### config.mk
export PLATFORM = sky130hd
export DESIGN_NAME = mfs_aligner
export DESIGN_NICKNAME = d
export VERILOG_FILES = /design/src/include/mfs_pkg.sv /design/src/core/mfs_aligner.sv
export SDC_FILE = /design/constraint.sdc
export NUM_CORES = 1
export LEC_CHECK = 0
export BUFFER_PORTS_ARGS = -buffer_cell sky130_fd_sc_hd__buf_4
export CORE_MARGIN = 8
export CORE_UTILIZATION = 25
export CTS_CLUSTER_SIZE = 16
export DETAILED_ROUTE_END_ITERATION = 16
export SYNTH_ARGS = -nofsm -noshare
export SYNTH_HDL_FRONTEND = slang
export SYNTH_SLANG_ARGS = --single-unit
### constraint.sdc
create_clock -name pclk -period 6.6 [get_ports pclk]
set_clock_uncertainty 0.15 [all_clocks]
set_input_delay 0.99 -clock pclk [delete_from_list [all_inputs] [get_ports pclk]]
set_output_delay 0.99 -clock pclk [all_outputs]
set_load 0.01 [all_outputs]
### src/include/mfs_pkg.sv
// Package: register map, field layout, reset values and state types of the multiframe aligner
package mfs_pkg;

    // Register byte offsets
    localparam logic [11:0] MFS_CTRL_OFS = 12'h0000;
    localparam logic [11:0] MFS_CFG_OFS = 12'h0004;
    localparam logic [11:0] MFS_STATUS_OFS = 12'h0008;

    // Control register fields
    localparam int MFS_CTRL_SINGLE_BIT = 0;
    localparam int MFS_CTRL_ALWAYS_BIT = 1;
    localparam int MFS_CTRL_SUB1_BIT = 2;

    // Configuration fields: F minus one and K minus one
    localparam int MFS_CFG_F_LSB = 0;
    localparam int MFS_CFG_K_LSB = 8;

    // Status fields
    localparam int MFS_STAT_ERR_BIT = 0;
    localparam int MFS_STAT_ALIGNED_BIT = 1;
    localparam int MFS_STAT_CNT_LSB = 8;

    // Datapath octets per link clock, divides F x K
    localparam int MFS_OCTETS_PER_CLK = 4;

    // Reset values: F = 2, K = 16
    localparam logic [7:0] MFS_F_M1_RST = 8'h01;
    localparam logic [4:0] MFS_K_M1_RST = 5'h0f;

    typedef struct packed {
        logic sub1;
        logic alwayson;
        logic singledet;
    } mfs_ctrl_type;

    typedef struct packed {
        logic [2:0] sync;
        logic lvl;
        mfs_ctrl_type ctrl;
        logic [7:0] f_m1;
        logic [4:0] k_m1;
        logic [10:0] cnt;
        logic aligned;
        logic err;
        logic boundary;
        logic cgs_hold;
        logic pready;
        logic pslverr;
        logic [31:0] prdata;
    } mfs_state_type;

    localparam mfs_state_type MFS_STATE_RST = '{
        sync: 3'h0, lvl: 1'b0, ctrl: '{sub1: 1'b1, alwayson: 1'b0, singledet: 1'b0},
        f_m1: MFS_F_M1_RST, k_m1: MFS_K_M1_RST, cnt: 11'h000, aligned: 1'b0,
        err: 1'b0, boundary: 1'b0, cgs_hold: 1'b0, pready: 1'b0, pslverr: 1'b0,
        prdata: 32'h0000_0000
    };

endpackage : mfs_pkg

### src/core/mfs_aligner.sv
// Local multiframe counter with SYSREF sampling, period check and APB registers
//
// Chosen here: the register offsets and the APB slave port.
`timescale 1ns/1ps
// Behaviour
// Counter period is F times K over four
// Count zero to period minus one, wrap
// SYSREF rising edge clears counter when enabled
// SYSREF sampled on link clock, low to high
// Edge needs two consecutive high samples
// Software keeps K between 1 and 32
// Software keeps multiframe 17 to 1024 octets
// Software keeps F times K multiple of four
// One-shot bit resets once, then self-clears
// One-shot bit holds code group sync exit
// Continuous bit resets on every edge
// Continuous bit checks SYSREF spacing, flags error
// Continuous bit alone does not hold sync
// Both bits: reset, hold, and check
// SYSREF rate is multiframe rate over integer
// Link and frame clocks share one PLL
// Control bits crossing domains are synchronised
// Link clock is the single timing reference
// Subclass 0 ignores SYSREF entirely
// With F of 4 PHY clock may serve
// Prefer at least 32 octets per multiframe
// Four octets per link clock cycle
module mfs_aligner (
    input wire logic pclk,
    input wire logic presetn,
    input wire logic psel,
    input wire logic penable,
    input wire logic pwrite,
    input wire logic [11:0] paddr,
    input wire logic [31:0] pwdata,
    input wire logic sysref,
    output logic [31:0] prdata,
    output logic pready,
    output logic pslverr,
    output logic [10:0] mf_count,
    output logic mf_boundary,
    output logic cgs_hold,
    output logic period_err
);

    mfs_pkg::mfs_state_type st_q;
    mfs_pkg::mfs_state_type st_d;
    logic sysref_edge;
    logic edge_use;
    logic [10:0] cnt_last;
    logic apb_first;
    logic apb_done;
    logic hit;

    // Register map, one aligned word each:
    //   control: one-shot, continuous and subclass 1 bits
    //   config: F minus one and K minus one
    //   status: sticky period error (write one clears), aligned, live count
    // Control bits are plain flops on pclk; the bus shares the link clock,
    // so a slower management clock would need a handshake here instead.
    // Unmapped addresses answer with an error and read as zero.

    // Last count of a multiframe from the F and K fields
    function automatic logic [10:0] mf_last(input logic [7:0] f_m1, input logic [4:0] k_m1);
        logic [14:0] octets;
        octets = 15'({7'h00, f_m1} + 15'h0001) * 15'({10'h000, k_m1} + 15'h0001);
        if (octets < 15'(mfs_pkg::MFS_OCTETS_PER_CLK)) begin
            mf_last = 11'h000;
        end else begin
            mf_last = 11'((octets >> 2) - 15'h0001);
        end
    endfunction : mf_last

    // Edge seen once the settled level was low and two samples agree high
    assign sysref_edge = !st_q.lvl && st_q.sync[1] && st_q.sync[2];
    // Subclass 0 never lets SYSREF touch the counter
    assign edge_use = sysref_edge && st_q.ctrl.sub1
        && (st_q.ctrl.singledet || st_q.ctrl.alwayson);
    assign cnt_last = mf_last(st_q.f_m1, st_q.k_m1);
    // Registers share pclk with the link logic, so no crossing is needed here
    assign apb_first = psel && penable && !st_q.pready;
    assign apb_done = psel && penable && st_q.pready;
    assign hit = (paddr == mfs_pkg::MFS_CTRL_OFS) || (paddr == mfs_pkg::MFS_CFG_OFS)
        || (paddr == mfs_pkg::MFS_STATUS_OFS);

    // Next-state logic for the whole block
    always_comb begin
        st_d = st_q;
        // Three-stage pin synchroniser; first stage only feeds the second
        st_d.sync = {st_q.sync[1:0], sysref};
        if (st_q.sync[1] == st_q.sync[2]) begin
            st_d.lvl = st_q.sync[2];
        end

        // Multiframe counter
        if (edge_use) begin
            st_d.cnt = 11'h000;
            st_d.aligned = 1'b1;
        end else if (st_q.cnt >= cnt_last) begin
            st_d.cnt = 11'h000;
        end else begin
            st_d.cnt = st_q.cnt + 11'h001;
        end
        st_d.boundary = (st_d.cnt == 11'h000);

        // Period check: an aligned edge must land on the last count
        if (edge_use && st_q.ctrl.alwayson && st_q.aligned && (st_q.cnt != cnt_last)) begin
            st_d.err = 1'b1;
        end

        // APB: one wait state, read data prepared in the first access cycle
        st_d.pready = apb_first;
        if (apb_first) begin
            st_d.pslverr = !hit;
            st_d.prdata = 32'h0000_0000;
            case (paddr)
                mfs_pkg::MFS_CTRL_OFS: begin
                    st_d.prdata[mfs_pkg::MFS_CTRL_SINGLE_BIT] = st_q.ctrl.singledet;
                    st_d.prdata[mfs_pkg::MFS_CTRL_ALWAYS_BIT] = st_q.ctrl.alwayson;
                    st_d.prdata[mfs_pkg::MFS_CTRL_SUB1_BIT] = st_q.ctrl.sub1;
                end
                mfs_pkg::MFS_CFG_OFS: begin
                    st_d.prdata[mfs_pkg::MFS_CFG_F_LSB +: 8] = st_q.f_m1;
                    st_d.prdata[mfs_pkg::MFS_CFG_K_LSB +: 5] = st_q.k_m1;
                end
                mfs_pkg::MFS_STATUS_OFS: begin
                    st_d.prdata[mfs_pkg::MFS_STAT_ERR_BIT] = st_q.err;
                    st_d.prdata[mfs_pkg::MFS_STAT_ALIGNED_BIT] = st_q.aligned;
                    st_d.prdata[mfs_pkg::MFS_STAT_CNT_LSB +: 11] = st_q.cnt;
                end
                default: begin
                    st_d.prdata = 32'h0000_0000;
                end
            endcase
        end

        // Writes take effect on the completing edge
        if (apb_done && pwrite) begin
            case (paddr)
                mfs_pkg::MFS_CTRL_OFS: begin
                    st_d.ctrl.singledet = pwdata[mfs_pkg::MFS_CTRL_SINGLE_BIT];
                    st_d.ctrl.alwayson = pwdata[mfs_pkg::MFS_CTRL_ALWAYS_BIT];
                    st_d.ctrl.sub1 = pwdata[mfs_pkg::MFS_CTRL_SUB1_BIT];
                end
                mfs_pkg::MFS_CFG_OFS: begin
                    st_d.f_m1 = pwdata[mfs_pkg::MFS_CFG_F_LSB +: 8];
                    st_d.k_m1 = pwdata[mfs_pkg::MFS_CFG_K_LSB +: 5];
                end
                mfs_pkg::MFS_STATUS_OFS: begin
                    // Write one to clear; a fresh error in the same cycle wins
                    if (pwdata[mfs_pkg::MFS_STAT_ERR_BIT] && !st_d.err) begin
                        st_d.err = 1'b0;
                    end else if (pwdata[mfs_pkg::MFS_STAT_ERR_BIT]
                        && !(edge_use && st_q.ctrl.alwayson && st_q.aligned
                        && (st_q.cnt != cnt_last))) begin
                        st_d.err = 1'b0;
                    end
                end
                default: begin
                    st_d.err = st_d.err;
                end
            endcase
        end

        // One-shot clears itself after its edge, even against a write
        if (edge_use && st_q.ctrl.singledet) begin
            st_d.ctrl.singledet = 1'b0;
        end
        // Only the one-shot bit holds sync exit, so the race stays open otherwise
        st_d.cgs_hold = st_d.ctrl.singledet && st_d.ctrl.sub1;
    end

    // State register
    always_ff @(posedge pclk or negedge presetn) begin
        if (!presetn) begin
            st_q <= mfs_pkg::MFS_STATE_RST;
        end else begin
            st_q <= st_d;
        end
    end

    // Outputs straight from the state register
    assign prdata = st_q.prdata;
    assign pready = st_q.pready;
    assign pslverr = st_q.pslverr;
    assign mf_count = st_q.cnt;
    assign mf_boundary = st_q.boundary;
    assign cgs_hold = st_q.cgs_hold;
    assign period_err = st_q.err;
endmodule : mfs_aligner

* Yosys cells after proc, flatten, opt, wreduce, memory -nomap -nowiden *
Cells that the tools add are included.

cells by class
  $add $sub $neg = 4
  multiply operators = 1
  order comparisons = 2
  equality and inequality tests = 4
  multiplexer cells = 17
  reduce and logical (&&, ||, !) cells = 27

operators by type and width
  kind                   number
  $mux 11                3
  $mux 16                1
  $logic_and 1x1->1      15
  $lt 15x3->1 const B    1
  $mul 9x6->15           1
  $mux 13                1
  $eq 12x3->1 const B    1
  $eq 12x4->1 const B    1
  $logic_not 12->1       1
  $add 11x1->11 const B  1
  $ge 11x11->1           1
  $logic_not 11->1       1
  $ne 11x11->1           1
  $sub 11x1->11 const B  1
  $pmux 5 s2             1
  $add 8x1->9 const B    1
  $add 5x1->6 const B    1
  $mux 1                 6
  $mux 6                 1
  $pmux 2 s3             1
  $logic_not 1->1        5
  $mux 5                 1
  $reduce_and 2->1       2
  $logic_or 1x1->1       3
  3 further kinds        3

word-level totals
  bits in registers = 56
  bits of input ports = 50
  output and inout bits = 48
  word-level logic and storage cells = 70

* Depth between registers and ports, before layout *
  word-level depth = 14
  mapped depth = 26
  gate-level depth less buffers = 25

* Worst setup path before layout *
Ideal clock, no wire load.

  path type = flip-flop to flip-flop
  start point = register st_q[54] (netlist bit)
  end point = register st_q (netlist bit mf_count[2])
  setup time = 0.072 ns
  data arrival time = 5.854 ns
  data required time = 6.378 ns
  path slack = 0.523 ns
  stages on the path, launching flop included = 26
  path buffers = 2
  clock period less this slack = 6.077 ns
  cell sequence = dfstp_2 -> clkbuf_1 -> and4_1 -> nand2_1 -> xnor2_1 -> nor2_1 -> fa_1 -> fa_1 -> inv_1 -> fa_1 -> inv_1 -> ha_1 -> a21oi_1 -> a32oi_1 -> a31o_2 -> nor3_2 -> o211ai_4 -> and2_1 -> ha_1 -> nand2b_1 -> a21oi_1 -> nor2b_1 -> o21ai_0 -> o2111ai_1 -> clkbuf_1 -> nor2_1

RTL lines
  element                   RTL line            RTL
  start: declaration        mfs_aligner.sv:46   mfs_pkg::mfs_state_type st_q;
  start signal: assignment  mfs_aligner.sv:176  st_q <= mfs_pkg::MFS_STATE_RST;
  start signal: assignment  mfs_aligner.sv:178  st_q <= st_d;

==> results_dict.tcl <==
set metrics [dict create \
    status "complete, no violations" \
    clock_path_buffers 2 \
    grt_first_pass_wirelength_mm 18.52 \
    cts_root_buffer "clkbuf_16" \
    synthArstFlopShare 1.000 \
    antenna_left 0 \
    area_delta_synth_final_pct 16.86 \
    ir_drop_uv 113.4 \
    drc 0 \
    synthMuxAreaShare 0.03947 \
    synthXorXnorAreaFrac 0.05596 \
    netlist_area_sq_um 5009 \
    critPathMaxFanout 6 \
    finalCriticalPeriod_ns 6.353 \
    seq_power_share 0.457 \
    cap_viol_max_count 0 \
    drive_above_1_share 0.2391 \
    path_clk_slew_ns 0.07 \
    startpoint_type "flip-flop" \
    yosys.area_share.simple 0.2053 \
    startpoint "st_q[54]" \
    grt_max_degree 57 \
    ys_warn_count 0 \
    netSwitchingFraction 0.3060 \
    die_area_sq_um 24820 \
    worstMarginPinSlew_ns 0.8865 \
    critical_path.max_stage_delay_ns 0.59 \
    cts_made_buffers 5 \
    critPathTopFamily "adder cells" \
    yosysTopAreaCellShare 0.2498 \
    syn_avg_cell_area_sq_um 9.173 \
    worstSkewPairLatency_ns 0.29 \
    final_common_cell "buf_4" \
    required_ns 6.67 \
    finalPower_mw 0.8771 \
    die_h_microns 157.5 \
    finalNonFillerCells 859 \
    yosys.area.top_type "dfrtp_1" \
    timing.final.crit_share 0.9625 \
    pwr-share-comb 0.248 \
    layout_common_cells "buf_4, nor2_1, dfrtp_1" \
    setup_viol 0 \
    drtIter0Drc 152 \
    dr.pass1.iters 4 \
    port_buffers 65 \
    h-tree-depth 2 \
    core_area_sq_um 19590 \
    dp_cells 849 \
    cts.sinks 56 \
    ys.flop_type "dfrtp_1" \
    ctsHoldBuffers 0 \
    powerDensity_nw_per_um2 149.9 \
    min_path_type "reg2reg" \
    fmax_mhz 157.4 \
    reg2reg_from "st_q[54]" \
    grt_usage 0.09003 \
    synthCells 546 \
    worstPathArrival_ns 6.42 \
    switchingPower_mw 0.2684 \
    hpwl_mm 9.034 \
    p_int_mw 0.6087 \
    crit_slowest_cell "dfstp_2" \
    dpl_cell_area_sq_um 5642 \
    cts_tree "built" \
    slew_violations 0 \
    dpl_worst_slack_ns 0.1411 \
    cp_num_buf_inv 4 \
    synth_area_leaders "dfrtp_1, fa_1, ha_1" \
    antenna_found_initial 0 \
    wl_per_cell_microns 13.32 \
    hp-start "st_d[67]" \
    slew_headroom 0.4078 \
    cp-end-kind "flip-flop" \
    io-pin-count 98 \
    crit_type "reg2reg" \
    die_x_microns 157.5 \
    gp_congestion 0.7854 \
    synth_top_family_by_area "adder cells" \
    start_util 0.2557 \
    finalInstanceArea_sq_um 5853 \
    finalWirelength_mm 11.44 \
    diodes 0 \
    grt_pass1_vias 3816 \
    p_clk_frac 0.295 \
    synth-edff-count 0 \
    hold_viol_final 0 \
    via_count 3815 \
    p_leak_nw 2.884 \
    gr-total-overflow 0 \
    fin_ws_ns 0.2474 \
    synth-seq-cells 56 \
    routed_via_density 4.441 \
    synth_compound_area_frac 0.1007 \
    nNetsFinal 709 \
    rows 51 \
    synth_fa_ha_area_frac 0.2103 \
    ys_seq_area_frac 0.2813 \
    ys_types 69 \
]
## power groups by stage
stage	sequential (mW)	combinational (mW)	clock (mW)
after floorplan	0.394	0.151	0
after global placement	0.408	0.205	0
after detailed placement	0.407	0.207	0
after CTS	0.401	0.209	0.265
after global routing	0.406	0.245	0.278
final	0.401	0.217	0.259
## synth_stat cells, drive strengths merged, types with 2 or more instances
master   n
fa      29
a21oi   18
and3b    2
and3     5
nand4    9
a21o     4
nor3b    3
a22oi    5
nor2b    6
xnor2   17
a21boi   2
inv     31
buf     47
o21ai   17
mux2i    4
nand3b   2
o21a     2
nor4     7
nor2    70
nand4b   2
mux2    14
dfstp    6
a211oi   2
or3      3
nand3   27
nand2b   4
xor2    15
ha      37
and4     3
and2     5
nor3     2
a31oi    3
dfrtp   50
o31ai    3
or2      6
nand2   47
o211ai   3
clkbuf  16
## metrics by stage
| step | utilization | TNS [ns] | hold slack, ns |
|---|---|---|---|
| after floorplan | - | 0 | 0.1812 |
| final | 0.2988 | 0 | 0.1991 |
| after CTS | 0.2952 | 0 | 0.2004 |
| after detailed placement | 0.2880 | 0 | 0.1847 |
| after global routing | 0.2988 | -0.6992 | 0.2059 |
| after global placement | 0.2880 | 0 | 0.1875 |
## worst reg2reg max path, delay by kind of cell (launching register included)
kind,cells,cell delay [ns]
AO/OA/AOI/OAI,9,1.79
XOR/XNOR,1,0.20
adder cells (fa/ha/maj),6,2.28
buffers and inverters,4,0.46
flip-flops,1,0.59
AND/OR/NAND/NOR,6,0.81
## path summary, 6_finish.rpt
kind	depth (start not counted)	to	slack, ns
max in group asynchronous	1	st_q[57]	5.24
max	26	mf_count[3]	0.25
max reg2reg	26	mf_count[3]	0.25
min	0	st_d[68]	0.20
min in group asynchronous	1	prdata[17]	0.58
min reg2reg	0	st_d[68]	0.20
## cell type report
type,count,area [sq um]
repair buffers,91,678.2
flip-flops and latches,56,1409
multi-input cells,407,3173
fillers,2066,13740
well taps,265,331.6
inverters,32,120.1
clock buffers,7,132.6
clock inverters,1,8.758
## flip-flops by register name, summed over array words and instances, names as in the netlist
register / flops
st_d: 2
period_err: 1
mf_boundary: 1
cgs_hold: 1
st_q: 19
pslverr: 1
mf_count: 11
pready: 1
prdata: 19
## layer usage
metal / global-route usage / part of all wire
met3: 0.009871 / 0.042
met4: 0.02675 / 0.011
met1: 0.1182 / 0.46
met5: 0 / 0
met2: 0.1525 / 0.48
## timing repair
| action | CTS | global route |
|---|---|---|
| setup endpoints to repair | 0 | 13 |
| resized for setup | 0 | 15 |
| buffers inserted | 0 | 1 |
## cell families after synthesis
family	after synthesis
muxes	18
AOI/OAI and AO/OA	71
and+or+nand+nor	206
other	1
DFF	56
adders and majority gates	67
xor gates and xnor gates	32
buffers and inverters	95
No activity file was read; power rests on OpenSTA's default activity.
